<file path="config.mk">
export PLATFORM = sky130hd
export DESIGN_NAME = sfph_protect_hold
export DESIGN_NICKNAME = d
export VERILOG_FILES = /design/src/hdl/sfph_pkg.sv /design/src/hdl/sfph_protect_hold.sv
export SDC_FILE = /design/constraint.sdc
export NUM_CORES = 1
export LEC_CHECK = 0
export ABC_AREA = 1
export BUFFER_PORTS_ARGS = -buffer_cell sky130_fd_sc_hd__buf_2
export CORE_MARGIN = 4
export CORE_UTILIZATION = 47
export CTS_CLUSTER_SIZE = 20
export DETAILED_ROUTE_END_ITERATION = 10
export PLACE_DENSITY = 0.84
export SYNTH_ARGS = -nofsm -noshare
export SYNTH_HDL_FRONTEND = slang
export SYNTH_SLANG_ARGS = --single-unit
</file>
<file path="constraint.sdc">
create_clock -name clk -period 2.2 [get_ports clk]
set_input_delay 0.44 -clock clk [delete_from_list [all_inputs] [get_ports clk]]
set_output_delay 0.44 -clock clk [all_outputs]
set_load 0.02 [all_outputs]
</file>
<file path="src/hdl/sfph_pkg.sv">
package sfph_pkg;

  // ----------------------------------------
  // Array organisation
  // ----------------------------------------
  localparam int ARRAY_BYTES = 524288;
  localparam int PAGE_BYTES = 256;
  localparam int PAGE_COUNT = 2048;
  localparam int SECTOR_COUNT = 8;
  localparam int ADDR_W = 24;
  localparam int SECTOR_LSB = 16;
  localparam int PAGE_LSB = 8;
  localparam int PAGE_W = 11;
  localparam int SECTOR_IDX_W = 8;

  // ----------------------------------------
  // Reset values and decode constants
  // ----------------------------------------
  localparam logic [2:0] GUARD_RESET = 3'h0;
  localparam logic LOCK_RESET = 1'b0;
  localparam logic [7:0] FIRST_NONE = 8'hFF;
  localparam logic [2:0] BIT_LAST = 3'h7;

  typedef enum logic [1:0] {
    SFPH_D32 = 2'h0,
    SFPH_D64 = 2'h1,
    SFPH_D128 = 2'h2
  } sfph_density_t;

  typedef enum logic [1:0] {
    SFPH_OP_PROG = 2'h0,
    SFPH_OP_SERASE = 2'h1,
    SFPH_OP_BERASE = 2'h2,
    SFPH_OP_SWRITE = 2'h3
  } sfph_op_t;

  typedef enum logic [1:0] {
    SFPH_IDLE = 2'h0,
    SFPH_ACTIVE = 2'h1,
    SFPH_PAUSED = 2'h3
  } sfph_link_t;

  // Lowest protected sector index, FIRST_NONE when nothing is protected
  function automatic logic [7:0] sfph_first_protected(input logic [1:0] dens, input logic [2:0] bp);
    logic [7:0] f;
    f = 8'h00;
    unique case (dens)
      SFPH_D32:
        unique case (bp)
          3'h0: f = FIRST_NONE;
          3'h1: f = 8'h1F;
          3'h2: f = 8'h1E;
          3'h3: f = 8'h1C;
          3'h4: f = 8'h18;
          3'h5: f = 8'h10;
          default: f = 8'h00;
        endcase
      SFPH_D64:
        unique case (bp)
          3'h0: f = FIRST_NONE;
          3'h1: f = 8'h3F;
          3'h2: f = 8'h3E;
          3'h3: f = 8'h3C;
          3'h4: f = 8'h38;
          3'h5: f = 8'h30;
          3'h6: f = 8'h20;
          3'h7: f = 8'h00;
        endcase
      SFPH_D128:
        unique case (bp)
          3'h0: f = FIRST_NONE;
          3'h1: f = 8'h7E;
          3'h2: f = 8'h7C;
          3'h3: f = 8'h78;
          3'h4: f = 8'h70;
          3'h5: f = 8'h60;
          3'h6: f = 8'h40;
          3'h7: f = 8'h00;
        endcase
      // Unknown density: fail safe, everything protected
      default: f = 8'h00;
    endcase
    return f;
  endfunction

endpackage

</file>
<file path="src/hdl/sfph_protect_hold.sv">
// Operation
// - 32-sector guard decode: none to all
// - 64-sector guard decode: none to all
// - 128-sector guard decode: none to all
// - Bulk erase only with guard bits zero
// - Pause never aborts a running cycle
// - Pause starts at pause low, clock low
// - Pause ends at pause high, clock low
// - Paused: output off, clock/data ignored
// - Deselect during pause resets serial logic
// - Program pages; erase sector or bulk only
// - 512K bytes, 8 sectors, 2048 pages
// - Write guard freezes status bits
// - Modifying requests need write latch set
`timescale 1ns/10ps
`default_nettype none

module sfph_protect_hold (
  input wire logic clk,
  input wire logic nrst,
  input wire logic select_n,
  input wire logic serial_clk,
  input wire logic serial_in,
  input wire logic pause_n,
  input wire logic write_guard_n,
  input wire logic [1:0] density_sel,
  input wire logic [7:0] tx_byte,
  input wire logic cmd_write_enable,
  input wire logic cmd_write_disable,
  input wire logic cmd_status_write,
  input wire logic [3:0] status_wdata,
  input wire logic cmd_page_program,
  input wire logic cmd_sector_erase,
  input wire logic cmd_bulk_erase,
  input wire logic [23:0] cmd_addr,
  input wire logic op_done,
  output logic serial_out,
  output logic serial_out_oe_n,
  output logic [7:0] rx_byte,
  output logic rx_valid,
  output logic link_paused,
  output logic guard_bit_0,
  output logic guard_bit_1,
  output logic guard_bit_2,
  output logic status_lock,
  output logic write_latch,
  output logic busy,
  output logic op_start,
  output logic [1:0] op_kind,
  output logic [23:0] op_addr,
  output logic [10:0] op_page,
  output logic op_refused
);

  // ----------------------------------------
  // State
  // ----------------------------------------
  typedef struct packed {
    logic [1:0] sel_p;
    logic [1:0] sck_p;
    logic [1:0] din_p;
    logic [1:0] pause_p;
    logic [1:0] wg_p;
    logic sck_d;
    sfph_pkg::sfph_link_t link;
    logic [2:0] bit_cnt;
    logic [7:0] shift;
    logic [7:0] rx;
    logic rx_valid;
    logic out_bit;
    logic [2:0] guard;
    logic lock;
    logic latch;
    logic busy;
    logic start;
    logic refused;
    logic [1:0] kind;
    logic [23:0] addr;
  } sfph_state_t;

  sfph_state_t st_reg;
  sfph_state_t st_next;
  logic sel_s;
  logic sck_s;
  logic pause_s;
  logic wg_s;
  logic [7:0] first_prot;
  logic sect_prot;

  assign sel_s = st_reg.sel_p[1];
  assign sck_s = st_reg.sck_p[1];
  assign pause_s = st_reg.pause_p[1];
  assign wg_s = st_reg.wg_p[1];
  assign first_prot = sfph_pkg::sfph_first_protected(density_sel, st_reg.guard);
  // Sectors are 64 KB; index taken from the upper address byte
  assign sect_prot = (first_prot != sfph_pkg::FIRST_NONE)
    && (cmd_addr[23:sfph_pkg::SECTOR_LSB] >= first_prot);

  // ----------------------------------------
  // Next state
  // ----------------------------------------
  always_comb
  begin
    st_next = st_reg;
    st_next.sel_p = {st_reg.sel_p[0], select_n};
    st_next.sck_p = {st_reg.sck_p[0], serial_clk};
    st_next.din_p = {st_reg.din_p[0], serial_in};
    st_next.pause_p = {st_reg.pause_p[0], pause_n};
    st_next.wg_p = {st_reg.wg_p[0], write_guard_n};
    st_next.sck_d = sck_s;
    st_next.rx_valid = 1'b0;
    st_next.start = 1'b0;
    st_next.refused = 1'b0;

    // Link side; pause is level-checked so a late clock low still enters/leaves
    unique case (st_reg.link)
      sfph_pkg::SFPH_IDLE:
      begin
        st_next.bit_cnt = 3'h0;
        if (!sel_s)
          st_next.link = sfph_pkg::SFPH_ACTIVE;
      end
      sfph_pkg::SFPH_ACTIVE:
      begin
        if (sel_s)
          st_next.link = sfph_pkg::SFPH_IDLE;
        else if (!pause_s && !sck_s)
          st_next.link = sfph_pkg::SFPH_PAUSED;
        else if (sck_s && !st_reg.sck_d)
        begin
          st_next.shift = {st_reg.shift[6:0], st_reg.din_p[1]};
          st_next.bit_cnt = st_reg.bit_cnt + 3'h1;
          if (st_reg.bit_cnt == sfph_pkg::BIT_LAST)
          begin
            st_next.rx = {st_reg.shift[6:0], st_reg.din_p[1]};
            st_next.rx_valid = 1'b1;
          end
        end
        else if (!sck_s && st_reg.sck_d)
          st_next.out_bit = tx_byte[3'h7 - st_reg.bit_cnt];
      end
      sfph_pkg::SFPH_PAUSED:
      begin
        // Clock and data ignored here, shift position kept
        if (sel_s)
        begin
          st_next.link = sfph_pkg::SFPH_IDLE;
          st_next.bit_cnt = 3'h0;
          st_next.shift = 8'h00;
        end
        else if (pause_s && !sck_s)
          st_next.link = sfph_pkg::SFPH_ACTIVE;
      end
      default: st_next.link = sfph_pkg::SFPH_IDLE;
    endcase

    // Internal cycle runs independent of the link state
    if (op_done)
    begin
      st_next.busy = 1'b0;
      st_next.latch = 1'b0;
    end
    if (cmd_write_disable)
      st_next.latch = 1'b0;
    if (cmd_write_enable)
      st_next.latch = 1'b1;

    // Only erase kinds are sector and bulk; no page erase exists
    if (cmd_status_write || cmd_page_program || cmd_sector_erase || cmd_bulk_erase)
    begin
      st_next.refused = 1'b1;
      st_next.addr = cmd_addr;
      if (st_reg.latch && !st_reg.busy)
      begin
        if (cmd_status_write && wg_s)
        begin
          st_next.guard = status_wdata[2:0];
          st_next.lock = status_wdata[3];
          st_next.kind = sfph_pkg::SFPH_OP_SWRITE;
          st_next.refused = 1'b0;
        end
        else if (cmd_page_program && !sect_prot)
        begin
          st_next.kind = sfph_pkg::SFPH_OP_PROG;
          st_next.refused = 1'b0;
        end
        else if (cmd_sector_erase && !sect_prot)
        begin
          st_next.kind = sfph_pkg::SFPH_OP_SERASE;
          st_next.refused = 1'b0;
        end
        else if (cmd_bulk_erase && st_reg.guard == 3'h0)
        begin
          st_next.kind = sfph_pkg::SFPH_OP_BERASE;
          st_next.refused = 1'b0;
        end
      end
      st_next.start = !st_next.refused;
      st_next.busy = st_reg.busy || !st_next.refused;
    end
  end

  always_ff @(posedge clk or negedge nrst)
  begin
    if (!nrst)
    begin
      st_reg <= '0;
      st_reg.sel_p <= 2'h3;
      st_reg.pause_p <= 2'h3;
      st_reg.wg_p <= 2'h3;
      st_reg.link <= sfph_pkg::SFPH_IDLE;
      st_reg.guard <= sfph_pkg::GUARD_RESET;
      st_reg.lock <= sfph_pkg::LOCK_RESET;
    end
    else
      st_reg <= st_next;
  end

  // ----------------------------------------
  // Outputs
  // ----------------------------------------
  assign serial_out = st_reg.out_bit;
  assign serial_out_oe_n = (st_reg.link != sfph_pkg::SFPH_ACTIVE);
  assign rx_byte = st_reg.rx;
  assign rx_valid = st_reg.rx_valid;
  assign link_paused = (st_reg.link == sfph_pkg::SFPH_PAUSED);
  assign guard_bit_0 = st_reg.guard[0];
  assign guard_bit_1 = st_reg.guard[1];
  assign guard_bit_2 = st_reg.guard[2];
  assign status_lock = st_reg.lock;
  assign write_latch = st_reg.latch;
  assign busy = st_reg.busy;
  assign op_start = st_reg.start;
  assign op_kind = st_reg.kind;
  assign op_addr = st_reg.addr;
  assign op_page = st_reg.addr[sfph_pkg::PAGE_LSB +: sfph_pkg::PAGE_W];
  assign op_refused = st_reg.refused;
endmodule

`default_nettype wire

</file>
==> impl_metrics.csv <==
group,metric,value,unit
global_route,grt_max_degree,68,
die,core,6870,µm²
pwr,vdd.ir_drop.worst,0.664,mV
drt,viasPerCell,4.75,
setup_path,worstPathRequired,2.43,ns
cells_and_area,final_cell_mix,"108 x buf_2, 107 x nand2_1, 58 x dfrtp_1, 27 x inv_1, 17 x nor2_1",
cts,cts_buffers,9,
cells_and_area,seqCellArea,1690,µm²
synthesis,synth_top_area_share,45.5,%
sta,finalHoldViolCount,0,
synthesis,synth-simple-area-share,21.1,%
synthesis,synth_area_per_cell,9.01,µm²
die,die_x,92.5,µm
pwr,powerDensity,855,nW/µm²
setup_path,cpMaxStageDelayCell,"dfrtp_2",
cells_and_area,diodes,0,
place,routabilityCongestion,0.813,
cells_and_area,layout_commonest_cell,"buf_2",
setup_path,cp.arrival,2.34,ns
cts,cts_tree,"done",
place,port-buffer-count,108,
synthesis,yosys_warnings,0,
die,io_pins,109,
synthesis,synth_edf_count,0,
drt,remaining_drc_errors,0,
place,hpwl,5180,µm
place,placed_area,3670,µm²
sta,slew_violations,0,
sta,min_period,2.11,ns
cells_and_area,utilization,57.5,%
synthesis,yosysUniqueCellTypes,36,
setup_path,cp_top_family,"simple AND/OR/NAND/NOR gates",
global_route,track_usage,16.9,%
synthesis,synth_mux_area_share,1.46,%
global_route,grt_pass1_vias,2559,
cells_and_area,multi_input_area,1240,µm²
cells_and_area,synthToLayoutAreaGrowth,17.9,%
cts,path_clk_slew,0.07,ns
run_status,outcome,"completed",
cells_and_area,finalInstanceArea,3950,µm²
setup_path,critPathMostFrequentCell,"nand2_1",
drt,drt_iter0_drc,51,
setup_path,path_buf_inv,0,
synthesis,synth_top_family_by_area,"simple AND/OR/NAND/NOR gates",
synthesis,synthAdderAreaFrac,3.73,%
die,die_height,92.5,µm
setup_path,critPathLaunchType,"flip-flop",
sta,finClkSkew,0.00782,ns
synthesis,ys_ff_latch,67,
global_route,grt_pass1_wl,11400,µm
synthesis,synth_area_leaders,"dfrtp_1 46%, nand2_1 13%, buf_4 10%",
cells_and_area,largest_reg_flops,24,
worst_hold_path,min_path_type,"in2async",
global_route,antenna_found_initial,0,
drt,routed-via-count,2594,
drt,avgRoutedWirePerCell,13.0,µm
synthesis,synthXorXnorAreaFrac,0,%
cells_and_area,drive_gt1_share,40.9,%
sta,post-route-period-util,96.1,%
cts,cts-root-buf,"clkbuf_8",
synthesis,async_flop_share,100,%
setup_path,slowest_delay,0.48,ns
cts,worstSkewPairLatency,0.34,ns
die,initial_core_util,48.8,%
cts,clk_path_buf_depth,2,
cts,cts_sinks,67,
setup_path,path_cells,"or2_4 > nor3_2 > a221oi_1 > ha_1 > nand2_1 > a21oi_1 > nor2_1 > nand3_2 > nand2_2 > nand2_1 > nand2_1 > nand2_2 > nand2_1 > nand2_1",
die,fp-row-count,30,
synthesis,netlist_area,3350,µm²
drt,drtPass1Iterations,4,
setup_path,crit_fanout,7,
sta,slew_headroom,67.8,%
sta,setup_viol,0,
sta,worstMarginPinSlew,0.482,ns
synthesis,seq_area_frac_synth,50.2,%
synthesis,synth_fp_nets,434,
global_route,grt_overflow,0,
sta,timing.fmax,473,MHz
synthesis,yosys.area.top_type,"dfrtp_1",
cts,htree_levels,3,
drt,ant_nets,0,
pwr,power.leakage,2.09,nW
setup_path,critical_path_class,"reg2reg",
synthesis,synth_compound_area_share,8.21,%
synthesis,netlist_instances,372,
setup_path,critPathCaptureType,"flip-flop",
cts,cts_hold_buf,0,
die,die_area,8550,µm²
synthesis,synth-main-ff-cell,"dfrtp_1",
drt,routed_wl,7110,µm
cells_and_area,fin_nets,507,
cells_and_area,fillerInstances,605,
job,max_cap_viol_count,0,
## cells in the mapped netlist, drive strengths merged, types with 2 or more instances
cell and number:
dfrtp 61, mux2 4, o22ai 3, nor2 24, nand3 13, or2 3, o21ai 23, nand2 116
a21oi 9, nor3 3, buf 51, nand4 3, dfstp 6, ha 10, a31oi 2, inv 35
## metal layers
metal	vias to the layer above	share of wire, %	track usage (%)
met2	95	49	28.5
met5	-	0	0
met3	12	6.6	6.01
met1	1212	43	20.0
met4	0	1.3	5.69
li1	1275	-	-
## repair_timing
item,CTS,global route
setup buffers,0,3
endpoints found under the setup margin,0,5
gates resized for setup,0,29
## final timing paths
kind / slack [ns] / to / cells past startpoint / from
max: 0.09 / op_kind[1] / 14 / guard_bit_0
min: 0.11 / serial_out / 2 / nrst
max reg2reg: 0.09 / op_kind[1] / 14 / guard_bit_0
min reg2reg: 0.35 / pause_s / 0 / st_next[61]
max in group asynchronous: 1.77 / st_next[61] / 2 / nrst
min in group clk: 0.20 / st_next[59] / 1 / write_guard_n
## worst reg2reg max path: cells and delay by family (launching register included)
kind / cells / cell delay [ns]
AOI/OAI and AO/OA: 2 / 0.12
adders and majority gates: 1 / 0.33
DFF: 1 / 0.48
and+or+nand+nor: 11 / 1.06
## per-stage QoR
stage	TNS [ns]	instances	total power (W)	hold WS [ns]	setup WS, ns
floorplan	0	372	0.00210	0.144	0.107
global placement	0	527	0.00230	0.338	0.0276
detailed placement	-0.242	527	0.00234	0.338	-0.0666
CTS	0	543	0.00323	0.111	0.0276
global route	-0.224	546	0.00358	0.116	-0.0874
finish	0	546	0.00338	0.113	0.0861
## area by class of cell
type,count,area share [%]
Multi-Input combinational cell,218,31.5
Sequential cell,67,42.7
Inverter,35,3.32
Timing Repair Buffer,114,15.2
Clock inverter,7,1.11
Clock buffer,9,3.13
Tap cell,96,3.04
## cell families after synthesis
group / count (synthesis)
compound gates: 42
fa+ha+maj: 10
buf+inv: 87
flops: 67
mux: 4
simple gates: 162
## where the power goes
part / leakage, nW / total, W / switching [W] / internal [W]
Sequential: 0.817 / 0.00150 / 0.000133 / 0.00136
Clock: 0.0852 / 0.000874 / 0.000470 / 0.000404
Combinational: 1.18 / 0.00101 / 0.000602 / 0.000407
(Power assumes the default switching activity.)
